## config.mk

```make
export PLATFORM = sky130hd
export DESIGN_NAME = gcd_top
export DESIGN_NICKNAME = d
export VERILOG_FILES = /design/src/logic/gcd_pkg.sv /design/src/logic/gcd_ss_timer.sv /design/src/logic/gcd_top.sv
export SDC_FILE = /design/constraint.sdc
export NUM_CORES = 1
export LEC_CHECK = 0
export BUFFER_PORTS_ARGS = -buffer_cell sky130_fd_sc_hd__buf_2
export CORE_AREA = 3 3 122 95
export DETAILED_ROUTE_END_ITERATION = 8
export DIE_AREA = 0 0 125 98
export GPL_TIMING_DRIVEN = 1
export PLACE_DENSITY = 0.49
export SLEW_MARGIN = 20
export SYNTH_ARGS = -nofsm -noshare
export SYNTH_HDL_FRONTEND = slang
export SYNTH_SLANG_ARGS = --single-unit
export TNS_END_PERCENT = 5
```

## constraint.sdc

```tcl
create_clock -name ref_clk -period 3.6 [get_ports ref_clk]
set_input_delay 0.72 -clock ref_clk [delete_from_list [all_inputs] [get_ports ref_clk]]
set_output_delay 0.72 -clock ref_clk [all_outputs]
set_load 0.03 [all_outputs]
```

## src/logic/gcd_pkg.sv

```systemverilog
// Purpose: constants for the global configuration and diagnostic routing block
// Assumes: one 100 MHz clock, plain register port
// Notes:   bits 12..16 of the configuration word are stored and passed out unchanged
// Behaviour
// - all register bits zero after reset, except noted
// - bit 0 enables recalibration while driver disabled
// - bit 1 selects standstill timeout 2^18 or 2^20
// - bit 2 enables voltage pwm chopper mode
// - bit 3 enables step filtering, resets to one
// - bit 4 inverts motor direction
// - bit 5 routes driver errors to output a
// - output a active low during reset
// - bit 6 routes prewarning to output a
// - bit 7 routes stall to output a
// - mode low: output a interrupt or step
// - bit 8 routes stall to output b
// - mode low: output b compare or direction
// - bit 9 routes index position to output b
// - bit 10 routes chopper on-state to output b
// - bit 11 toggles output b on skipped steps
package gcd_pkg;
  localparam int          GCD_ADDR_W     = 7;
  localparam int          GCD_DATA_W     = 32;
  localparam int          GCD_CFG_W      = 17;
  localparam logic [6:0]  GCD_GLOBAL_CFG_ADDR = 7'h00;
  localparam logic [7:0]  GCD_WRITE_FLAG = 8'h80;
  localparam logic [16:0] GCD_CFG_RESET  = 17'h00008;
  localparam int          GCD_B_RECAL    = 0;
  localparam int          GCD_B_FASTSS   = 1;
  localparam int          GCD_B_PWM      = 2;
  localparam int          GCD_B_FILT     = 3;
  localparam int          GCD_B_INVDIR   = 4;
  localparam int          GCD_B_A_ERR    = 5;
  localparam int          GCD_B_A_PREW   = 6;
  localparam int          GCD_B_A_STALL  = 7;
  localparam int          GCD_B_B_STALL  = 8;
  localparam int          GCD_B_B_INDEX  = 9;
  localparam int          GCD_B_B_CHOP   = 10;
  localparam int          GCD_B_B_SKIP   = 11;
  localparam int          GCD_SS_SHORT_LOG2 = 18;
  localparam int          GCD_SS_LONG_LOG2  = 20;
  localparam logic [20:0] GCD_SS_SHORT   = 21'h040000;
  localparam logic [20:0] GCD_SS_LONG    = 21'h100000;
endpackage : gcd_pkg

```

## src/logic/gcd_ss_timer.sv

```systemverilog
// Purpose: standstill timeout counter restarted by each step
// Assumes: step_pulse is one cycle wide
// Notes:   limits are parameters so simulation may shorten them
`timescale 1ns/1ns
module gcd_ss_timer #(
  parameter logic [20:0] SHORT_LIMIT = gcd_pkg::GCD_SS_SHORT,
  parameter logic [20:0] LONG_LIMIT  = gcd_pkg::GCD_SS_LONG
) (
  // clock and reset
  input  wire logic ref_clk,
  input  wire logic srst,
  // control
  input  wire logic fast_sel,
  input  wire logic step_pulse,
  // status
  output logic      standstill
);
  import gcd_pkg::*;
  logic [20:0] cnt_reg;
  logic [20:0] limit;

  initial begin
    if (SHORT_LIMIT == 21'h0 || LONG_LIMIT == 21'h0) $error("gcd_ss_timer: zero limit");
  end

  assign limit = fast_sel ? SHORT_LIMIT : LONG_LIMIT;

  always_ff @(posedge ref_clk) begin
    if (srst || step_pulse) begin
      cnt_reg <= 21'h000000;
    end else if (cnt_reg < limit) begin
      cnt_reg <= cnt_reg + 21'h000001;
    end
  end

  always_ff @(posedge ref_clk) begin
    if (srst) begin
      standstill <= 1'b0;
    end else begin
      standstill <= !step_pulse && (cnt_reg + 21'h000001 >= limit);
    end
  end
endmodule : gcd_ss_timer

```

## src/logic/gcd_top.sv

```systemverilog
// Purpose: global configuration register and diagnostic output routing
// Assumes: events arrive synchronous to ref_clk; address byte carries write flag
// Notes:   diagnostic outputs are open drain, active low, oe low while driving
`timescale 1ns/1ns
module gcd_top #(
  parameter logic [20:0] SS_SHORT = gcd_pkg::GCD_SS_SHORT,
  parameter logic [20:0] SS_LONG  = gcd_pkg::GCD_SS_LONG
) (
  // clock and reset
  input  wire logic                        ref_clk,
  input  wire logic                        srst,
  // register port
  input  wire logic [7:0]                  reg_addr,
  input  wire logic [gcd_pkg::GCD_DATA_W-1:0] reg_wdata,
  input  wire logic                        reg_wr,
  input  wire logic                        reg_rd,
  output logic [gcd_pkg::GCD_DATA_W-1:0]   reg_rdata,
  // mode pin and driver state
  input  wire logic                        step_dir_mode_pin,
  input  wire logic                        driver_enable_n_pin,
  input  wire logic                        chopper_off_zero,
  // internal events
  input  wire logic                        drv_overtemp,
  input  wire logic                        drv_short_gnd,
  input  wire logic                        cp_undervolt,
  input  wire logic                        prewarn,
  input  wire logic                        stall,
  input  wire logic                        index_pos,
  input  wire logic                        chopper_on_b,
  input  wire logic                        lost_step_inc,
  input  wire logic                        irq_in,
  input  wire logic                        pos_compare,
  input  wire logic                        step_pulse,
  input  wire logic                        cmd_dir,
  // configuration to the driver core
  output logic                             recal_en,
  output logic                             pwm_mode_en,
  output logic                             step_filt_en,
  output logic                             motor_dir,
  output logic                             standstill,
  output logic [4:0]                       upper_cfg,
  // diagnostic pins
  output logic                             fault_out_a_o,
  output logic                             fault_out_a_oe_n,
  output logic                             fault_out_b_o,
  output logic                             fault_out_b_oe_n
);
  import gcd_pkg::*;

  logic [GCD_CFG_W-1:0] global_config_reg;
  logic                 step_half_reg;
  logic                 skip_tgl_reg;
  logic                 a_active;
  logic                 b_active;
  logic                 ss_flag;
  logic                 hit;

  initial begin
    if (SS_SHORT >= SS_LONG) $error("gcd_top: short timeout must be below long");
  end

  ////////////////////////////////////////////////////////////////////////////
  // register port
  assign hit = (reg_addr[6:0] == GCD_GLOBAL_CFG_ADDR);

  always_ff @(posedge ref_clk) begin
    if (srst) begin
      global_config_reg <= GCD_CFG_RESET;
    end else if (reg_wr && hit && reg_addr[7]) begin
      global_config_reg <= reg_wdata[GCD_CFG_W-1:0];
    end
  end

  // unmapped reads and reads of nothing return zero
  always_ff @(posedge ref_clk) begin
    if (srst) begin
      reg_rdata <= '0;
    end else if (reg_rd && hit && !reg_addr[7]) begin
      reg_rdata <= {{(GCD_DATA_W-GCD_CFG_W){1'b0}}, global_config_reg};
    end else begin
      reg_rdata <= '0;
    end
  end

  ////////////////////////////////////////////////////////////////////////////
  // driver core controls
  always_ff @(posedge ref_clk) begin
    if (srst) begin
      recal_en     <= 1'b0;
      pwm_mode_en  <= 1'b0;
      step_filt_en <= 1'b1;
      motor_dir    <= 1'b0;
      upper_cfg    <= 5'h00;
    end else begin
      // recalibrate only while the bridge is off
      recal_en     <= global_config_reg[GCD_B_RECAL] && (driver_enable_n_pin || chopper_off_zero);
      // safe switch-on moment is software's duty
      pwm_mode_en  <= global_config_reg[GCD_B_PWM];
      step_filt_en <= global_config_reg[GCD_B_FILT];
      motor_dir    <= cmd_dir ^ global_config_reg[GCD_B_INVDIR];
      upper_cfg    <= global_config_reg[16:12];
    end
  end

  gcd_ss_timer #(
    .SHORT_LIMIT (SS_SHORT),
    .LONG_LIMIT  (SS_LONG)
  ) u_ss (
    .ref_clk    (ref_clk),
    .srst       (srst),
    .fast_sel   (global_config_reg[GCD_B_FASTSS]),
    .step_pulse (step_pulse),
    .standstill (ss_flag)
  );

  always_ff @(posedge ref_clk) begin
    if (srst) begin
      standstill <= 1'b0;
    end else begin
      standstill <= ss_flag;
    end
  end

  ////////////////////////////////////////////////////////////////////////////
  // step half-rate and skip toggles
  always_ff @(posedge ref_clk) begin
    if (srst) begin
      step_half_reg <= 1'b0;
    end else if (step_pulse) begin
      step_half_reg <= ~step_half_reg;
    end
  end

  always_ff @(posedge ref_clk) begin
    if (srst) begin
      skip_tgl_reg <= 1'b0;
    end else if (lost_step_inc) begin
      skip_tgl_reg <= ~skip_tgl_reg;
    end
  end

  ////////////////////////////////////////////////////////////////////////////
  // output routing, result is "pin active"
  always_comb begin
    if (step_dir_mode_pin) begin
      a_active = (global_config_reg[GCD_B_A_ERR]   && (drv_overtemp || drv_short_gnd || cp_undervolt))
              || (global_config_reg[GCD_B_A_PREW]  && prewarn)
              || (global_config_reg[GCD_B_A_STALL] && stall);
      // skip toggle is xor-ed onto the or of the other enabled sources
      b_active = ((global_config_reg[GCD_B_B_STALL] && stall)
              || (global_config_reg[GCD_B_B_INDEX] && index_pos)
              || (global_config_reg[GCD_B_B_CHOP]  && chopper_on_b))
              ^ (global_config_reg[GCD_B_B_SKIP]  && skip_tgl_reg);
    end else begin
      a_active = global_config_reg[GCD_B_A_STALL] ? step_half_reg : irq_in;
      b_active = global_config_reg[GCD_B_B_STALL] ? motor_dir : pos_compare;
    end
  end

  // open drain: pull low when active, release otherwise
  always_ff @(posedge ref_clk) begin
    if (srst) begin
      fault_out_a_o    <= 1'b0;
      fault_out_a_oe_n <= 1'b0;
    end else begin
      fault_out_a_o    <= 1'b0;
      fault_out_a_oe_n <= ~a_active;
    end
  end

  always_ff @(posedge ref_clk) begin
    if (srst) begin
      fault_out_b_o    <= 1'b0;
      fault_out_b_oe_n <= 1'b1;
    end else begin
      fault_out_b_o    <= 1'b0;
      fault_out_b_oe_n <= ~b_active;
    end
  end
endmodule : gcd_top

```

=== Word-level counts from Yosys, hierarchy flattened ===
Cells that the tools add are included.

* Eq/ne operators: 0
* Divide/modulo/power cells: 0
* $add $sub $neg: 1
* Bitwise logic cells: 7
* $mul: 0
* Order comparisons: 2
* Muxes and demuxes: 5
* Shift-type cells: 0
* Reduce and logical (&&, ||, !) cells: 25

{| class="wikitable"
|+ Operators with widths
! kind !! count
|-
| adder 21 x 1 -> 21 bit (second input constant) || 1
|-
| >= comparator 21 bit || 1
|-
| < comparator 21 bit || 1
|-
| 2-to-1 mux 21 bit || 1
|-
| logical AND 1 bit || 13
|-
| logical OR 1 bit || 8
|-
| logical NOT 7 bit || 1
|-
| NOT 1 bit || 5
|-
| 2-to-1 mux 1 bit || 4
|-
| logical NOT 1 bit || 2
|-
| OR reduction 2 bit || 1
|-
| XOR 1 bit || 2
|}

* Bits in latches: 0
* Memory bits (writable): 0
* Word-level logic and storage cells: 55
* ROM bits: 0
* Bits in registers: 85
* Memories: 0

=== Longest topological paths before layout ===
Gate-level depths: netlist (run 1).

* Word-level depth: 7
* Gate-level depth with buffers: 11
* Mapped depth without buffers: 11

=== Cells and area by module ===
A second synthesis (run 1) with hierarchy kept.

* Cells, all modules: 343
* Area, all modules: 3161.8 µm²

{| class="wikitable"
|+ By module, submodules not included
! module !! area an instance (µm²) !! times used !! seq. area each (µm²) !! cells an instance
|-
| gcd_top || 1799.2 || 1 || 960.9 || 177
|-
| gcd_ss_timer || 1362.6 || 1 || 440.4 || 166
|}

=== Least setup slack after synthesis (run 1) ===
OpenSTA, ideal clock, no wires.

* Path type: register to register
* Start: register u_ss.cnt_reg[0]
* End: register u_ss.standstill
* Data arrival time: 2.441 ns
* Required time: 3.513 ns
* Cell stages (with the launch flop): 12
* Path slack: 1.072 ns
* Period minus slack after synthesis: 2.528 ns
* Cell sequence: dfxtp_1 ha_1 nand4_2 nor3_1 nand4_1 xnor2_1 ha_1 nand4_1 a211o_1 nor3_1 nand4_1 o31ai_1

* Word-level cells in the longest chain between the ends: 3

{| class="wikitable"
|+ Ends and longest elaborated chain
! element !! line !! source
|-
| start: declaration || gcd_ss_timer.sv:19 || <nowiki>logic [20:0] cnt_reg;</nowiki>
|-
| start signal: assignment || gcd_ss_timer.sv:32 || <nowiki>cnt_reg <= cnt_reg + 21'h000001;</nowiki>
|-
| adder 21 x 1 -> 21 bit || gcd_ss_timer.sv:40 || <nowiki>standstill <= !step_pulse && (cnt_reg + 21'h000001 >= limit);</nowiki>
|-
| >= comparator 21 bit || gcd_ss_timer.sv:40 ||
|-
| logical AND 1 bit || gcd_ss_timer.sv:40 ||
|-
| end signal: assignment || gcd_ss_timer.sv:40 ||
|-
| end: declaration || gcd_ss_timer.sv:16 || <nowiki>output logic standstill</nowiki>
|}

No other way between the ends.
A chain may end at the register's enable or synchronous reset.

=== Worst setup path in the final report (run 1) ===
Same ends and word-level chain as after synthesis.

==> metrics, run 1 <==
crit path cell chain=ha_1 > nand4_2 > nor3_1 > nand4_1 > xnor2_1 > ha_1 > nand4_1 > a211o_1 > nor3_1 > nand4_1 > o31ai_1; Post-synth ARST share=0%; crit path kind=reg -> reg; Synth Area in Simple Gates=24.9%; switching pwr=0.408 mW; Starting Density=29.3%; Avg Cell Area, Syn=9.39 µm²; pin count of the biggest net entering global routing=34; post-synthesis mux area share=5.67%; vias in the first global route=2,218; most used cell, CP=nand4_1; P_int=1.49 mW; PortBufs=72; Worst-path clk slew=0.06 ns; status=finished, final reports clean; first-pass GRT wire length=11,000 µm; switching part of the total=21.5%; Post-CTS Hold Fix Bufs=0; storage element area=1400 µm²; Global Route met3 Usage=3.28%; GRT overflow=0; Setup TNS=0 ns; clock root buffer=clkbuf_16; HP Class=reg -> reg; row count=32; Die ar.=12,300 µm²; Fillers=1,083; Tmin final=3.05 ns; clock share of power=54.3%; CTS tree=yes; Crit. End Element=flop; Clock Skews=0.00506 ns; Core Region=10,300 µm²; initial antenna violation count=0; largest family of logic cells by synthesized area=simple AND/OR/NAND/NOR gates; Multi-input gate area=1480 µm²; unrepaired setup endpoints after global routing=no; Ant. Diodes=0; hpwl dp=5110 µm; Detail Route Antenna Nets=0; Post-Synth XOR/XNOR Area=8.98%; area delta synth->final=25.0%; vias=2,292; Worst Path Arrival=3.31 ns; vias per inst=4.30; synthesized area=3020 µm²; register bit total from synthesis=70; Initial DRT Pass Iterations=4; RD Place Congestion=0.794; top_reg_cell synth=dfxtp_1; synth warn=0; adder-cell share of the synthesized area=1.66%; DR DRC count=0; TritonCTS Sinks=70; Die X=125 µm; Longest Clk Path Bufs=2; CP max-delay cell=nor3_1; Leakage Power=1.58 nW; Syn Inst Count=322; fin crit share=84.8%; Max FO, Critical Path=8; Gate power share=4.2%; Nets=455; Final Max Slew Viols=0; drt wl/cell=12.8 µm; postcts setup bufs=0; Worst setup SP type=flop; P per Cell Area=501 nW/µm²; 1st-iter DRT viols=91; Power, Total=1.90 mW; height of the die=98 µm; max reg flops=21; final wirelength=6840 µm; busiest grt layer=met2; sequential share of the synthesized area=46.4%; cts bufs inserted=9; count of cell types in the netlist=45; VDD IR max=0.000244 V; critical path's largest stage delay=0.50 ns; Synth Area in Compound Gates=5.55%; final hold viol count=0; IO Pins=105; sequential share of power=41.4%; maximum clock frequency=327 MHz; share of layout cells above drive strength 1=25.7%; worst-margin pin slew=0.633 ns; Post-synth EDFFs=0; Skew-Pair Late Insertion Delay=0.33 ns; post-cts sizing count=0; GR Util met2=17.2%; H-tree depth=3; Final setup violation count=0; max_cap viols=0; GR Layer Usage met1=14.4%; relative slew slack=57.7%; Crit path required time=3.85 ns; GR Util All Layers=11.4%
-- power groups by stage --
| stage | Clock (mW) | Sequential [mW] | Combinational (mW) |
|---|---|---|---|
| 5_1_grt | 1.08 | 0.786 | 0.0877 |
| 6_report | 1.03 | 0.785 | 0.0801 |
| 3_5_place_dp | 0 | 0.803 | 0.0809 |
| 2_1_floorplan | 0 | 0.805 | 0.0577 |
| 4_1_cts | 1.05 | 0.785 | 0.0810 |
| 3_3_place_gp | 0 | 0.802 | 0.0801 |
-- worst max-delay path: cells and delay by family (launching register included) --
family,cells,cell delay (ns)
and+or+nand+nor,6,1.33
AOI/OAI and AO/OA,2,0.43
DFF,1,0.48
xor gates and xnor gates,1,0.16
adders and majority gates,2,0.58
-- cells in the mapped netlist (2+ instances only) --
cell type | count | share of area, %
clkbuf_1 | 7 | 0.87
dfxtp_1 | 70 | 46
o21ai_0 | 2 | 0.33
a31oi_1 | 3 | 0.62
and3_1 | 5 | 1.0
nor3_1 | 8 | 1.3
xnor2_1 | 17 | 4.9
nand2_1 | 22 | 2.7
or2_2 | 3 | 0.62
nor2_1 | 48 | 6.0
a211o_1 | 4 | 1.2
or3_1 | 2 | 0.41
mux2i_1 | 16 | 5.3
a222oi_1 | 2 | 0.66
buf_4 | 19 | 4.7
nand4_1 | 9 | 1.9
clkbuf_2 | 2 | 0.33
ha_1 | 4 | 1.7
nor2b_1 | 10 | 2.1
nor4_1 | 3 | 0.62
buf_2 | 3 | 0.50
a21oi_1 | 3 | 0.50
nand3_1 | 5 | 0.83
a211oi_1 | 2 | 0.50
xor2_1 | 14 | 4.1
and2_1 | 18 | 3.7
inv_1 | 3 | 0.37
-- layout make-up --
class,instances,area share (%)
Sequential cell,70,37.1
Multi-Input combinational cell,234,39.1
Tap cell,136,4.50
Timing Repair Buffer,74,9.93
Inverter,3,0.298
Clock inverter,7,3.18
Clock buffer,9,5.96
-- logic make-up after synthesis --
family / count (synthesis)
buffers and inverters: 34
adders and majority gates: 4
muxes: 17
and+or+nand+nor: 142
xor gates and xnor gates: 31
AOI/OAI and AO/OA: 23
other: 1
DFF: 70
-- placed cells by master (no fill, tap or decap), types with 4 or more instances in the layout --
cell type and n:
mux2i_1 16, nand4_1 9, clkbuf_16 9, nor2_1 48
a211o_1 4, ha_1 4, and2_1 18, conb_1 17
nor3_1 8, xnor2_1 17, nor2b_1 10, and3_1 5
xor2_1 14, nand3_1 5, buf_2 72, nand2_1 22
dfxtp_1 70
-- through the flow --
step / std cells / util [%] / hold WS (ns) / setup WS, ns / area [µm²]
finish: 533 / 36.6 / 0.453 / 0.546 / 3780
global route: 533 / 36.6 / 0.495 / 0.178 / 3780
CTS: 533 / 36.6 / 0.466 / 0.525 / 3780
detailed placement: 517 / 33.2 / 0.451 / 0.543 / 3430
global placement: 517 / 33.2 / 0.441 / 0.649 / 3430
floorplan: 338 / - / 0.414 / 1.07 / 3080
-- routing by layer --
metal	wire length, µm	vias to the layer above
met1	3290	1039
li1	-	1186
met4	218	0
met5	0	-
met2	2990	56
met3	332	11
-- worst paths after layout --
path | from | slack [ns] | cells past startpoint | endpoint
setup / recovery | u_ss.cnt_reg[0]$_SDFFE_PP0N_ | 0.55 | 11 | u_ss.standstill$_SDFF_PP0_
hold / removal | global_config_reg[3]$_SDFFE_PP1P_ | 0.45 | 1 | step_filt_en$_SDFF_PP1_
setup reg to reg | u_ss.cnt_reg[0]$_SDFFE_PP0N_ | 0.55 | 11 | u_ss.standstill$_SDFF_PP0_
hold reg to reg | global_config_reg[3]$_SDFFE_PP1P_ | 0.45 | 1 | step_filt_en$_SDFF_PP1_
Power figures use the tool's default switching activity.
==> run 2: changes to the inputs <==
--- a/config.mk
+++ b/config.mk
@@ -10,7 +10,7 @@
 export DETAILED_ROUTE_END_ITERATION = 8
 export DIE_AREA = 0 0 125 98
 export GPL_TIMING_DRIVEN = 1
-export PLACE_DENSITY = 0.49
+export PLACE_DENSITY = 0.5
 export SLEW_MARGIN = 20
 export SYNTH_ARGS = -nofsm -noshare
 export SYNTH_HDL_FRONTEND = slang
==> constraint.sdc (replaced) <==
create_clock -name ref_clk -period 2.6 [get_ports ref_clk]
set_input_delay 0.52 -clock ref_clk [delete_from_list [all_inputs] [get_ports ref_clk]]
set_output_delay 0.52 -clock ref_clk [all_outputs]
set_load 0.03 [all_outputs]
==> run 2 against run 1 <==
Net effect:
- core utilization increased by 1.2 points
- clock-buffer cell count is 1 higher
- clock power grew 17%
- critical path type unchanged
- largest cell class unchanged
==> metrics, run 2 (same netlist as run 1, synthesis figures left out) <==
status=finished, final reports clean; Core Region=10,300 µm²; Worst Path Arrival=2.66 ns; commonest non-fill, non-tap cells in the layout=72 x buf_2, 70 x dfxtp_1, 48 x nor2_1; Nets=473; VDD IR max=0.000248 V; PnR worst setup slack=0.187 ns; Final setup violation count=0; CP max-delay cell=dfxtp_1; IO Pins=105; area delta synth->final=29.1%; Starting Density=29.3%; critical path's largest stage delay=0.38 ns; final wirelength=6890 µm; Crit path required time=2.85 ns; cts bufs inserted=9; Die ar.=12,300 µm²; Initial DRT Pass Iterations=4; Skew-Pair Late Insertion Delay=0.33 ns; worst-margin pin slew=0.587 ns; Leakage Power=1.67 nW; CTS tree=yes; DR DRC count=0; Tmin final=2.41 ns; crit path cell chain=ha_4 > nand4_4 > nor3_4 > nand4_1 > xnor2_1 > ha_1 > nand4_1 > a211o_1 > nor3_1 > nand4_1 > o31ai_1; PortBufs=72; GR Util All Layers=11.5%; vias in the first global route=2,315; P per Cell Area=619 nW/µm²; Crit. End Element=flop; TritonCTS Sinks=70; relative slew slack=60.5%; Detail Route Antenna Nets=0; drt wl/cell=12.5 µm; height of the die=98 µm; vias=2,331; Setup TNS=0 ns; Worst-path clk slew=0.06 ns; share of layout cells above drive strength 1=29.2%; 1st-iter DRT viols=104; Worst setup SP type=flop; maximum clock frequency=414 MHz; worst hold margin=0.395 ns; row count=32; GRT overflow=0; RD Place Congestion=0.793; Ant. Diodes=0; max reg flops=21; Final Max Slew Viols=0; Max FO, Critical Path=3; most common cell after layout, fill and taps aside=buf_2; most used cell, CP=nand4_1; fin area=3900 µm²; pin count of the biggest net entering global routing=33; hpwl dp=5210 µm; vias per inst=4.23; Placed Area=3560 µm²; final hold viol count=0; max_cap viols=0; DP Worst Slack=0.0571 ns; Post-CTS Hold Fix Bufs=0; crit path kind=reg -> reg; initial antenna violation count=0; H-tree depth=3; first-pass GRT wire length=11,400 µm; Buf/Inv on CP=0; CP top delay family=simple AND/OR/NAND/NOR gates; Longest Clk Path Bufs=2; Die X=125 µm; fin crit share=92.8%; clock root buffer=clkbuf_16; Clock Skews=0.00535 ns; HP Class=in -> reg; Util after Layout=37.8%
run 2: final cells by class:
class / count / area (µm²)
clock buffers: 10 / 229
well taps: 136 / 170
flip-flops and latches: 70 / 1400
multi-input cells: 234 / 1510
repair buffers: 92 / 510
clock inverters: 6 / 71.3
fillers: 1064 / 6430
inverters: 3 / 11.3
run 2: worst paths after layout:
kind / startpoint / endpoint / slack (ns) / depth (start not counted)
worst max-delay path: u_ss.cnt_reg[1]$_SDFFE_PP0N_ / u_ss.standstill$_SDFF_PP0_ / 0.19 / 11
worst min-delay path: reg_wdata[3] / global_config_reg[3]$_SDFFE_PP1P_ / 0.40 / 2
worst max register to register: u_ss.cnt_reg[1]$_SDFFE_PP0N_ / u_ss.standstill$_SDFF_PP0_ / 0.19 / 11
worst min register to register: global_config_reg[3]$_SDFFE_PP1P_ / step_filt_en$_SDFF_PP1_ / 0.45 / 1
run 2: through the flow:
stage | power [mW] | std cells
finish | 2.41 | 551
global route | 2.51 | 551
CTS | 2.46 | 550
detailed placement | 1.23 | 534
global placement | 1.23 | 534
floorplan | 1.20 | 338
run 2: per-layer routing:
metal	GRT usage, %	up-vias	part of all wire, %
met2	17.0	50	44
met1	15.7	1045	49
met3	3.34	11	5.0
li1	-	1225	-
met5	0	-	0
met4	5.00	0	1.9
run 2: power breakdown:
group / internal (mW) / total, mW / switching (mW)
sequential: 1.08 / 1.09 / 0.00523
clock: 0.748 / 1.21 / 0.462
combinational: 0.0417 / 0.118 / 0.0766
total: 1.87 / 2.41 / 0.544
run 2: what timing repair did:
action	4_1_cts	5_1_grt
buffers inserted	0	1
resized for setup	0	5
endpoints found under the setup margin	0	1
